--- config.mk ---
export PLATFORM = sky130hd
export DESIGN_NAME = serial_port
export DESIGN_NICKNAME = d
export VERILOG_FILES = /design/src/inc/serial_pkg.sv /design/src/hw/serial_port.sv /design/src/hw/clk_prescaler.sv
export SDC_FILE = /design/constraint.sdc
export NUM_CORES = 1
export LEC_CHECK = 0
export BUFFER_PORTS_ARGS = -buffer_cell sky130_fd_sc_hd__buf_2
export CAP_MARGIN = 5
export CORE_ASPECT_RATIO = 1.5
export CORE_MARGIN = 5
export CORE_UTILIZATION = 55
export DETAILED_ROUTE_END_ITERATION = 12
export PLACE_DENSITY = 0.76
export REMOVE_ABC_BUFFERS = 1
export SLEW_MARGIN = 15
export SYNTH_ARGS = -nofsm -noshare
export SYNTH_HDL_FRONTEND = slang
export SYNTH_SLANG_ARGS = --single-unit
--- constraint.sdc ---
create_clock -name clock -period 1.9 [get_ports clock]
set_input_delay 0.19 -clock clock [delete_from_list [all_inputs] [get_ports clock]]
set_output_delay 0.19 -clock clock [all_outputs]
set_load 0.005 [all_outputs]
--- src/inc/serial_pkg.sv ---
// Shared register map, field positions and mode codes for the serial port block
package serial_pkg;
  // Register addresses (first register set, bank zero)
  localparam logic [7:0] ctrl_high_addr = 8'hf2;
  localparam logic [7:0] ctrl_low_addr = 8'hf3;
  localparam logic [7:0] data_addr = 8'hf4;
  localparam logic [7:0] baud_addr = 8'hf5;
  // Reset values
  localparam logic [7:0] ctrl_low_reset = 8'h00;
  localparam logic [7:0] ctrl_high_reset = 8'h00;
  localparam logic [7:0] data_reset = 8'h00;
  localparam logic [7:0] baud_reset = 8'h00;
  // Low control fields
  localparam int par_en_bit = 7;
  localparam int tx_par_odd_bit = 6;
  localparam int rx_par_odd_bit = 5;
  localparam int par_err_bit = 4;
  localparam int clk_sel_hi = 3;
  localparam int clk_sel_lo = 2;
  localparam int tx_ie_bit = 1;
  localparam int tx_pend_bit = 0;
  // High control fields
  localparam int mode_hi = 7;
  localparam int mode_lo = 6;
  localparam int mce_bit = 5;
  localparam int rx_en_bit = 4;
  localparam int ninth_tx_bit = 3;
  localparam int ninth_rx_bit = 2;
  localparam int rx_ie_bit = 1;
  localparam int rx_pend_bit = 0;
  // Mode codes
  typedef enum logic [1:0] {
    mode_shift = 2'b00,
    mode_async8 = 2'b01,
    mode_async9_fixed = 2'b10,
    mode_async9_var = 2'b11
  } mode_t;
  // Oversampling factor of the asynchronous modes
  localparam int oversample = 16;
endpackage

--- src/hw/serial_port.sv ---
// Serial port: low control register, pending flags, data register, frame engine
//
// Function
// RQ1: Low control register sits at F3h
// RQ2: Reset clears low control register
// RQ3: Bit 7 enables transmit parity generation
// RQ4: Bit 6 picks even or odd parity
// RQ5: Parity bits ignored while generation disabled
// RQ6: Bits 3:2 pick clock divide 8/4/2/1
// RQ7: Bit 1 enables transmit interrupt
// RQ8: Bit 0 transmit pending, write zero clears
// RQ9: Shift mode: receive pending after bit eight
// RQ10: Eight-bit mode: receive pending mid stop
// RQ11: Nine-bit modes: receive pending mid ninth
// RQ12: Software clears receive pending flag
// RQ13: Shift mode: transmit pending after bit eight
// RQ14: Async modes: transmit pending at stop start
// RQ15: Software clears transmit pending flag
// RQ16: Data register at F4h, reset zero
// RQ17: Write starts transmit, read returns receive buffer
// RQ18: High bits 7:6 select frame mode
// RQ19: High bit 0 receive pending, zero clears
// RQ20: Bit 5 receive parity, bit 4 error
// RQ21: Transmit interrupt is enable and pending
`timescale 1ns/1ns
module serial_port (
  // Clock and reset
  input wire logic clock,
  input wire logic rstn,
  // Register port
  input wire logic [7:0] reg_addr,
  input wire logic reg_wr,
  input wire logic reg_rd,
  input wire logic [7:0] reg_wdata,
  output logic [7:0] reg_rdata,
  // Serial pins: receive data is two-way in shift mode
  input wire logic rxd_in,
  output logic rxd_out,
  output logic rxd_oe,
  output logic txd,
  // Interrupt requests
  output logic tx_irq,
  output logic rx_irq
);
  // ==========================================================
  // Prescaler and input synchroniser
  logic ptick;
  logic [2:0] rx_sync_r;
  logic [2:0] rx_sync_nxt;
  logic rx_lvl_r;
  logic rx_lvl_nxt;
  logic [7:0] ctl_r;
  logic [7:0] ctl_nxt;

  // RQ6 clock divide select
  clk_prescaler u_pre (
    .clock(clock),
    .rstn(rstn),
    .sel(ctl_r[serial_pkg::clk_sel_hi:serial_pkg::clk_sel_lo]),
    .tick(ptick)
  );

  always_comb begin
    rx_sync_nxt = {rx_sync_r[1:0], rxd_in};
    rx_lvl_nxt = (rx_sync_r[1] == rx_sync_r[2]) ? rx_sync_r[2] : rx_lvl_r;
  end

  // ==========================================================
  // Registers and frame state
  typedef enum logic [1:0] {
    st_idle = 2'b00,
    st_start = 2'b01,
    st_bits = 2'b10,
    st_stop = 2'b11
  } fsm_t;

  logic [7:0] cth_r, cth_nxt, txbuf_r, txbuf_nxt, rxbuf_r, rxbuf_nxt, baud_r, baud_nxt;
  fsm_t tst_r, tst_nxt, rst_r, rst_nxt;
  logic [8:0] tsh_r, tsh_nxt, rsh_r, rsh_nxt;
  logic [3:0] tbit_r, tbit_nxt, rbit_r, rbit_nxt;
  logic [3:0] tph_r, tph_nxt, rph_r, rph_nxt;
  logic [7:0] tdiv_r, tdiv_nxt, rdiv_r, rdiv_nxt;
  logic txd_r, txd_nxt, sclk_r, sclk_nxt;

  serial_pkg::mode_t mode;
  logic nine;
  logic wr_ctl, wr_cth, wr_dat, wr_baud, rd_dat;
  logic ttick, rtick, tx_done, rx_done, par_gen, par_bit;

  function automatic logic odd_of(input logic [7:0] d);
    odd_of = ^d;
  endfunction

  // Baud tick: fixed divide in mode 2, divisor otherwise, each tick one sixteenth bit
  function automatic logic bt(input logic [7:0] div, input serial_pkg::mode_t m);
    bt = (m == serial_pkg::mode_async9_fixed) ? 1'b1 : (div == 8'h00);
  endfunction

  always_comb begin
    mode = serial_pkg::mode_t'(cth_r[serial_pkg::mode_hi:serial_pkg::mode_lo]);
    nine = cth_r[serial_pkg::mode_hi];
    // RQ1 register decode
    wr_ctl = reg_wr && (reg_addr == serial_pkg::ctrl_low_addr);
    wr_cth = reg_wr && (reg_addr == serial_pkg::ctrl_high_addr);
    wr_dat = reg_wr && (reg_addr == serial_pkg::data_addr);
    wr_baud = reg_wr && (reg_addr == serial_pkg::baud_addr);
    rd_dat = reg_rd && (reg_addr == serial_pkg::data_addr);
    ttick = ptick && bt(tdiv_r, mode);
    rtick = ptick && bt(rdiv_r, mode);
    // RQ3 RQ4 parity generation
    par_gen = nine && ctl_r[serial_pkg::par_en_bit];
    par_bit = odd_of(txbuf_r) ^ ctl_r[serial_pkg::tx_par_odd_bit];
  end

  // ==========================================================
  // Transmit engine
  always_comb begin
    tst_nxt = tst_r;
    tsh_nxt = tsh_r;
    tbit_nxt = tbit_r;
    tph_nxt = tph_r;
    tdiv_nxt = tdiv_r;
    txd_nxt = txd_r;
    sclk_nxt = sclk_r;
    tx_done = 1'b0;
    txbuf_nxt = txbuf_r;
    if (ptick) begin
      tdiv_nxt = (tdiv_r == 8'h00) ? baud_r : tdiv_r - 8'h01;
    end
    if (ttick) begin
      tph_nxt = tph_r + 4'h1;
    end
    unique case (tst_r)
      st_idle: begin
        txd_nxt = 1'b1;
        sclk_nxt = 1'b1;
        // RQ17 write starts transmission
        if (wr_dat) begin
          txbuf_nxt = reg_wdata;
          tsh_nxt = {1'b1, reg_wdata};
          tst_nxt = st_start;
          tbit_nxt = 4'h0;
          tph_nxt = 4'h0;
        end
      end
      st_start: begin
        if (mode == serial_pkg::mode_shift) begin
          tst_nxt = st_bits;
        end else begin
          txd_nxt = 1'b0;
          if (par_gen) begin
            tsh_nxt[8] = par_bit;
          end else begin
            tsh_nxt[8] = cth_r[serial_pkg::ninth_tx_bit];
          end
          if (ttick && tph_r == 4'hf) begin
            tst_nxt = st_bits;
          end
        end
      end
      st_bits: begin
        txd_nxt = tsh_r[0];
        if (mode == serial_pkg::mode_shift) begin
          sclk_nxt = (tph_r < 4'h8) ? 1'b0 : 1'b1;
        end
        if (ttick && tph_r == 4'hf) begin
          tsh_nxt = {1'b1, tsh_r[8:1]};
          tbit_nxt = tbit_r + 4'h1;
          if (tbit_r == (nine ? 4'h8 : 4'h7)) begin
            tst_nxt = (mode == serial_pkg::mode_shift) ? st_idle : st_stop;
            // RQ13 RQ14 pending at eighth shift or stop start
            tx_done = 1'b1;
          end
        end
      end
      st_stop: begin
        txd_nxt = 1'b1;
        if (ttick && tph_r == 4'hf) begin
          tst_nxt = st_idle;
        end
      end
    endcase
  end

  // ==========================================================
  // Receive engine (mid-bit sampling)
  logic mid;
  logic perr;
  always_comb begin
    rst_nxt = rst_r;
    rsh_nxt = rsh_r;
    rbit_nxt = rbit_r;
    rph_nxt = rph_r;
    rdiv_nxt = rdiv_r;
    rxbuf_nxt = rxbuf_r;
    rx_done = 1'b0;
    perr = 1'b0;
    mid = rtick && (rph_r == 4'h7);
    if (ptick) begin
      rdiv_nxt = (rdiv_r == 8'h00) ? baud_r : rdiv_r - 8'h01;
    end
    if (rtick) begin
      rph_nxt = rph_r + 4'h1;
    end
    unique case (rst_r)
      st_idle: begin
        rph_nxt = 4'h0;
        rbit_nxt = 4'h0;
        if (cth_r[serial_pkg::rx_en_bit]) begin
          if (mode == serial_pkg::mode_shift) begin
            if (!cth_r[serial_pkg::rx_pend_bit]) begin
              rst_nxt = st_bits;
            end
          end else if (!rx_lvl_r) begin
            rst_nxt = st_start;
          end
        end
      end
      st_start: begin
        if (mid) begin
          rst_nxt = rx_lvl_r ? st_idle : st_bits;
          rph_nxt = 4'h8;
        end
      end
      st_bits: begin
        if (mid) begin
          rsh_nxt = {rx_lvl_r, rsh_r[8:1]};
          rbit_nxt = rbit_r + 4'h1;
          if (mode == serial_pkg::mode_shift && rbit_r == 4'h7) begin
            // RQ9 pending after eighth bit
            rxbuf_nxt = {rx_lvl_r, rsh_r[8:2]};
            rx_done = 1'b1;
            rst_nxt = st_idle;
          end else if (nine && rbit_r == 4'h8) begin
            // RQ11 pending mid ninth bit
            rxbuf_nxt = rsh_r[8:1];
            rx_done = !cth_r[serial_pkg::mce_bit] || rx_lvl_r;
            // RQ20 RQ5 parity check only when enabled
            perr = ctl_r[serial_pkg::par_en_bit]
              && ((odd_of(rsh_r[8:1]) ^ ctl_r[serial_pkg::rx_par_odd_bit]) != rx_lvl_r);
            rst_nxt = st_stop;
          end else if (!nine && mode != serial_pkg::mode_shift && rbit_r == 4'h7) begin
            rxbuf_nxt = {rx_lvl_r, rsh_r[8:2]};
            rst_nxt = st_stop;
          end
        end
      end
      st_stop: begin
        if (mid) begin
          // RQ10 pending mid stop bit
          if (!nine) begin
            rx_done = !cth_r[serial_pkg::mce_bit] || rx_lvl_r;
          end
          rst_nxt = st_idle;
        end
      end
    endcase
  end

  // ==========================================================
  // Control registers
  always_comb begin
    ctl_nxt = ctl_r;
    cth_nxt = cth_r;
    baud_nxt = baud_r;
    if (wr_ctl) begin
      ctl_nxt = reg_wdata;
    end
    if (wr_cth) begin
      cth_nxt = reg_wdata;
    end
    if (wr_baud) begin
      baud_nxt = reg_wdata;
    end
    // RQ8 RQ15 set wins over software clear
    if (tx_done) begin
      ctl_nxt[serial_pkg::tx_pend_bit] = 1'b1;
    end
    // RQ19 RQ12 receive pending, set wins
    if (rx_done) begin
      cth_nxt[serial_pkg::rx_pend_bit] = 1'b1;
    end
    if (perr) begin
      ctl_nxt[serial_pkg::par_err_bit] = 1'b1;
    end
    if (rst_r == st_bits && nine && mid && rbit_r == 4'h8
        && !ctl_r[serial_pkg::par_en_bit]) begin
      cth_nxt[serial_pkg::ninth_rx_bit] = rx_lvl_r;
    end
  end

  always_ff @(posedge clock) begin
    if (!rstn) begin
      // RQ2 RQ16 reset values
      ctl_r <= serial_pkg::ctrl_low_reset;
      cth_r <= serial_pkg::ctrl_high_reset;
      baud_r <= serial_pkg::baud_reset;
      txbuf_r <= serial_pkg::data_reset;
      rxbuf_r <= serial_pkg::data_reset;
      rx_sync_r <= 3'h7;
      rx_lvl_r <= 1'b1;
      tst_r <= st_idle;
      rst_r <= st_idle;
      tsh_r <= 9'h1ff;
      rsh_r <= 9'h000;
      tbit_r <= 4'h0;
      rbit_r <= 4'h0;
      tph_r <= 4'h0;
      rph_r <= 4'h0;
      tdiv_r <= 8'h00;
      rdiv_r <= 8'h00;
      txd_r <= 1'b1;
      sclk_r <= 1'b1;
    end else begin
      ctl_r <= ctl_nxt;
      cth_r <= cth_nxt;
      baud_r <= baud_nxt;
      txbuf_r <= txbuf_nxt;
      rxbuf_r <= rxbuf_nxt;
      rx_sync_r <= rx_sync_nxt;
      rx_lvl_r <= rx_lvl_nxt;
      tst_r <= tst_nxt;
      rst_r <= rst_nxt;
      tsh_r <= tsh_nxt;
      rsh_r <= rsh_nxt;
      tbit_r <= tbit_nxt;
      rbit_r <= rbit_nxt;
      tph_r <= tph_nxt;
      rph_r <= rph_nxt;
      tdiv_r <= tdiv_nxt;
      rdiv_r <= rdiv_nxt;
      txd_r <= txd_nxt;
      sclk_r <= sclk_nxt;
    end
  end

  // ==========================================================
  // Outputs
  always_comb begin
    unique case (reg_addr)
      serial_pkg::ctrl_low_addr: reg_rdata = ctl_r;
      serial_pkg::ctrl_high_addr: reg_rdata = cth_r;
      // RQ17 read returns receive buffer
      serial_pkg::data_addr: reg_rdata = rxbuf_r;
      serial_pkg::baud_addr: reg_rdata = baud_r;
      default: reg_rdata = 8'h00;
    endcase
    // RQ18 shift mode drives data out on receive pin, clock on transmit pin
    rxd_oe = (mode == serial_pkg::mode_shift) && (tst_r != st_idle);
    rxd_out = txd_r;
    txd = (mode == serial_pkg::mode_shift) ? sclk_r : txd_r;
    // RQ7 RQ21 transmit request gated by enable
    tx_irq = ctl_r[serial_pkg::tx_ie_bit] && ctl_r[serial_pkg::tx_pend_bit];
    rx_irq = cth_r[serial_pkg::rx_ie_bit] && cth_r[serial_pkg::rx_pend_bit];
  end

  logic unused_rd;
  assign unused_rd = rd_dat;
endmodule // serial_port

--- src/hw/clk_prescaler.sv ---
// Serial clock prescaler: divides the system clock by 8, 4, 2 or 1
`timescale 1ns/1ns
module clk_prescaler (
  // Clock and reset
  input wire logic clock,
  input wire logic rstn,
  // Selection and output tick
  input wire logic [1:0] sel,
  output logic tick
);
  logic [2:0] cnt_r;
  logic [2:0] cnt_nxt;

  always_comb begin
    cnt_nxt = cnt_r + 3'h1;
    unique case (sel)
      2'b00: tick = (cnt_r == 3'h7);
      2'b01: tick = (cnt_r[1:0] == 2'h3);
      2'b10: tick = cnt_r[0];
      2'b11: tick = 1'b1;
    endcase
  end

  always_ff @(posedge clock) begin
    if (!rstn) begin
      cnt_r <= 3'h0;
    end else begin
      cnt_r <= cnt_nxt;
    end
  end
endmodule // clk_prescaler

Yosys cells after proc, flatten, opt, wreduce, memory -nomap -nowiden
Cells that the tools add are included.
{"block": "totals", "ff_bits": 103, "word_cells": 197, "out_inout_bits": 13}
{"block": "classes", "reduce_logical": 53, "add_sub_neg": 7, "n_lt_le_gt_ge": 1, "eq_ne": 37, "mux": 72, "bitwise_logic": 2}
{"cell": "8-bit two-way mux", "n": 5}
{"cell": "2-bit two-way mux", "n": 18}
{"cell": "4-bit two-way mux", "n": 9}
{"cell": "8-bit equality test (second input constant)", "n": 4}
{"cell": "8-bit one-hot mux with 4 select lines", "n": 1}
{"cell": "1-bit two-way mux", "n": 24}
{"cell": "4-bit one-hot mux with 2 select lines", "n": 3}
{"cell": "1-bit logical AND", "n": 21}
{"cell": "2-bit != test (second input constant)", "n": 10}
{"cell": "9-bit two-way mux", "n": 2}
{"cell": "4-bit by 1-bit adder with 4-bit output (second input constant)", "n": 4}
{"cell": "2-bit equality test (second input constant)", "n": 8}
{"cell": "8-bit zero test", "n": 2}
{"cell": "2-bit one-hot mux with 4 select lines", "n": 2}
{"cell": "8-bit one-hot mux with 2 select lines", "n": 1}
{"cell": "2-bit nonzero test", "n": 8}
{"cell": "8-bit parity", "n": 2}
{"cell": "8-bit by 1-bit subtractor with 8-bit output (second input constant)", "n": 2}
{"cell": "3-bit != test (second input constant)", "n": 3}
{"cell": "4-bit by 3-bit equality test with 1-bit output (second input constant)", "n": 2}
{"cell": "4-bit equality test (second input constant)", "n": 2}
{"cell": "2-bit zero test", "n": 4}
{"cell": "2-bit AND reduction", "n": 4}
{"cell": "7-bit AND reduction", "n": 1}
{"cell": "21 further kinds", "n": 30}

Depth between registers and ports, before layout
{"block": "logic_depth", "word_depth": 9, "depth_mapped": 9, "mapped_depth_nobuf": 7}

By module
Synthesis repeated with hierarchy kept, for this count alone.
{"block": "unflattened", "hier_cells": 623, "area_unflattened_um2": 5283.8}
{"module": "serial_port", "cells_each": 612, "area_each_um2": 5156.2, "seq_area_each_um2": 1981.9, "instances": 1}
{"module": "clk_prescaler", "cells_each": 11, "area_each_um2": 127.6, "seq_area_each_um2": 60.1, "instances": 1}

Worst setup path before layout
No wires, ideal clock.
{"block": "synth_timing", "path_type": "reg-to-reg", "start": "reg u_pre.cnt_r[0]", "end": "reg tdiv_r[5]", "arrival_time_ps": 1918, "setup_slack_ps": -155, "stages_incl_launch_ff": 9, "synth_period_minus_slack_ps": 2055, "n_path_buf": 1, "required_time_ps": 1763, "cell_sequence": "dfxtp_1 > ha_1 > ha_1 > mux2_2 > o21ai_1 > clkbuf_1 > a21oi_1 > nor2_1 > a211oi_1"}
{"block": "synth_via", "elab_chain_len": 2}
{"item": "from (decl)", "line": "clk_prescaler.sv:11", "rtl": "logic [2:0] cnt_r;"}
{"item": "from (signal assigned)", "line": "clk_prescaler.sv:28", "rtl": "cnt_r <= cnt_nxt;"}
{"item": "3-bit equality test or 2-bit equality test (tied branches)", "line": "clk_prescaler.sv:17, clk_prescaler.sv:18"}
{"item": "1-bit one-hot mux with 4 select lines (*)", "line": "clk_prescaler.sv:16", "rtl": "unique case (sel)"}
{"item": "to (signal assigned)", "line": "serial_port.sv:330", "rtl": "tdiv_r <= tdiv_nxt;"}
{"item": "to (decl)", "line": "serial_port.sv:82", "rtl": "logic [7:0] tdiv_r, tdiv_nxt, rdiv_r, rdiv_nxt;"}
Every way passes the cells marked *; elsewhere a longest branch is shown, timed or not.
A chain may end at the register's enable or synchronous reset.

Worst setup path in the final report
{"block": "layout_timing", "start": "reg tdiv_r[1]", "end": "reg tbit_r[3]"}
{"block": "layout_via", "elab_chain_len": 6}
{"item": "8-bit zero test", "line": "serial_port.sv:96", "rtl": "bt = (m == serial_pkg::mode_async9_fixed) ? 1'b1 : (div == 8'h00);"}
{"item": "1-bit two-way mux", "line": "serial_port.sv:96"}
{"item": "1-bit logical AND", "line": "serial_port.sv:108", "rtl": "ttick = ptick && bt(tdiv_r, mode);"}
{"item": "1-bit logical AND", "line": "serial_port.sv:166", "rtl": "if (ttick && tph_r == 4'hf) begin"}
{"item": "2-bit != test (no source line)"}
{"item": "3-bit AND reduction (no source line)"}
{"item": "to (signal assigned)", "line": "serial_port.sv:326", "rtl": "tbit_r <= tbit_nxt;"}
{"item": "to (decl)", "line": "serial_port.sv:80", "rtl": "logic [3:0] tbit_r, tbit_nxt, rbit_r, rbit_nxt;"}
No other way between the ends.

==> run_results.csv <==
group,metric,value,unit
routing,via_count,5352,
floorplan,row_count,44,
grt,grt_pass1_vias,5277,
clocking,cts_buffer_depth,2,
setup_path,crit_type,"register to register",
clocking,cts_tree,"done",
layout,utilization,70.9,%
status,status,"finished with violations",
synthesis,synth-seq-cells,102,
synthesis,async_reset_ff_share,0,%
timing,fin_crit_sh,114,%
setup_path,critical_path.endpoint_type,"register",
routing,wl_per_cell,19.2,um
power_and_ir_drop,p_sw_share,23.9,%
grt,grt_pass1_wl,24700,um
power_and_ir_drop,power.density,646,mW/mm2
synthesis,ys_seq_area_share,38.4,%
power_and_ir_drop,ir_drop,0.000536,V
floorplan,die_h,130,um
synthesis,synth-edff-count,0,
grt,antenna_found_initial,0,
placed_design,place_ws,-0.342,ns
routing,drt_pass1_iterations,7,
synthesis,ys_top_cells_by_area,"dfxtp_1 (38%), mux2i_1 (7.7%), nand2_1 (6.0%)",
power_and_ir_drop,p_leak,2.76,nW
clocking,cts_root_buffer,"clkbuf_16",
setup_path,arrival,2.45,ns
synthesis,synthFlopType,"dfxtp_1",
grt,grt_max_degree,44,
clocking,clkTransAtPathRegs,0.07,ns
floorplan,core_area,0.00958,mm2
clocking,clk_latency,0.35,ns
floorplan,fp.dieArea,0.0118,mm2
synthesis,synth_cell_types,69,
grt,grt.overflow.total,0,
placed_design,globalplace.congestion,0.874,
synthesis,synthCells,631,
synthesis,synth_area_leader_cell,"dfxtp_1",
synthesis,yosysTopAreaCellShare,38.4,%
layout,areaGrowthSynthToFinish,27.8,%
routing,wirelength,16200,um
setup_path,cp_max_fo,4,
placed_design,dp_hpwl,10400,um
timing,rsz0062_at_grt,"true",
power_and_ir_drop,pwr-share-clk,41.5,%
routing,drcViolationCount,0,
clocking,cts_hold_buf,0,
timing,worst_pin_slew,0.674,ns
timing,min_period,2.17,ns
timing,hold_viol,0,
clocking,clkSinkCount,102,
placed_design,portBuffers,32,
synthesis,ys_warn_count,0,
synthesis,synth_area,0.00532,mm2
worst_hold_path,hold_class,"primary input to register",
timing,holdWs,0.0208,ns
floorplan,die_w,90.3,um
status,violations,"setup timing",
power_and_ir_drop,pwr-share-comb,8.3,%
power_and_ir_drop,seqPwrFrac,50.2,%
layout,nNetsFinal,759,
floorplan,initial_core_util,55.5,%
timing,slew_viol_final,0,
power_and_ir_drop,internal_power,3.34,mW
flow_run,cap_viol_max_count,0,
floorplan,io_pins,34,
timing,fin_ws,-0.273,ns
clocking,cts_buffers,9,
setup_path,required,2.18,ns
grt,grt_usage,25.8,%
synthesis,avgSynthCellArea,8.43,um2
timing,setup_viol,32,
routing,ant_nets,0,
routing,viasPerCell,6.36,
power_and_ir_drop,finalPower,4.39,mW
setup_path,start_kind,"register",
timing,slew_headroom,54.7,%
clocking,cts.htree.levels,3,
routing,initialDrtViolationCount,557,
layout,antenna_cells,0,
layout,layout-drive-gt1-share,28.1,%
timing,fin_skew,0.00735,ns
power_and_ir_drop,netSwitchingPower,1.05,mW
timing,fmax,0.460,GHz
[cell families (layout without fill, tap and decap cells)]
family / count (synthesis) / count (layout) / share of synthesized area, %
and+or+nand+nor: 235 / 235 / 21.3
muxes: 51 / 51 / 9.83
xor gates and xnor gates: 21 / 21 / 3.72
adders and majority gates: 15 / 15 / 3.53
buffers and inverters: 58 / 154 / 4.21
AOI/OAI and AO/OA: 149 / 149 / 19.1
DFF: 102 / 102 / 38.4
[cells in the mapped netlist, types with 6 or more instances]
cell type  instances
dfxtp_1          102
nor2_1            50
a22oi_1           18
o21ai_0           23
nand2b_1           7
nand2_1           85
mux2i_1           41
nor3_1            14
xnor2_1           16
nand3_1           32
clkbuf_1          29
or3_1              6
o211ai_1          12
inv_1             20
ha_1              15
a21oi_1           40
mux2_2            10
[sequential cells by signal (all words and copies together) (netlist names), 8 cells and up]
signal,cells
tsh_r,9
baud_r,8
cth_r,8
ctl_r,8
rdiv_r,8
rsh_r,8
rxbuf_r,8
tdiv_r,8
txbuf_r,8
[area by class of cell]
cell class                 instances  area, um2
clock buffer                      11        233
tap                              115        144
timing repair buffer             119        893
multi-input combinational        471       3350
fill                             700       2780
clock inverter                     4       48.8
sequential                       102       2050
inverter                          20       75.1
[placed cells by master, fill, tap and decap left out, drive strengths merged, types with 10 or more instances in the layout]
master  synthesis  final
mux2i          41     41
nor2           50     50
ha             15     15
buf             9    119
inv            20     19
nand3          32     32
o21ai          26     26
a21oi          41     41
xnor2          16     16
nand2          85     85
dfxtp         102    102
mux2           10     10
a22oi          18     18
nor3           15     15
o211ai         12     12
clkbuf         29     11
[critical path, cell delays in order, from the launching register on]
cell	delay (ns)
dfxtp_2	0.33
inv_2	0.07
ha_4	0.13
or4b_4	0.49
o21ai_4	0.24
a31oi_4	0.14
or4_4	0.51
a21boi_2	0.18
[layer usage]
metal	wire, um	global-route usage, %	vias to the layer above
met2	8440	47.0	246
met1	5880	27.4	2569
met5	0	0	-
met4	966	17.9	0
met3	888	3.95	85
li1	-	-	2452
[metrics by stage]
step / instances / area [um2] / TNS, ns
after global placement: 807 / 5990 / -4.84
after CTS: 833 / 6570 / -1.73
after floorplan: 593 / 5170 / -19.75
after detailed placement: 807 / 5990 / -8.73
final: 842 / 6800 / -2.67
after global routing: 842 / 6800 / -5.04
[power by group through the flow]
stage | combinational, mW | clock, mW | sequential [mW]
after floorplan | 0.155 | 0 | 2.24
after global placement | 0.304 | 0 | 2.24
after detailed placement | 0.317 | 0 | 2.25
after CTS | 0.337 | 1.83 | 2.20
after global routing | 0.394 | 1.92 | 2.21
final | 0.364 | 1.82 | 2.20
[worst paths after layout]
kind	start	endpoint	slack, ns	cells past startpoint
max	tdiv_r[1]	tbit_r[3]	-0.27	7
min	rxd_in	rx_sync_r[0]	0.02	2
max reg2reg	tdiv_r[1]	tbit_r[3]	-0.27	7
min reg2reg	rx_sync_r[0]	rx_sync_r[1]	0.42	1
[what timing repair did]
item | CTS | global route
endpoints found under the setup margin | 61 | 58
buffers inserted | 11 | 9
resized for setup | 56 | 42
pin swaps | 12 | 28
endpoints found under the hold margin | 0 | 0
cloned | 0 | 1
(Power assumes the default switching activity.)
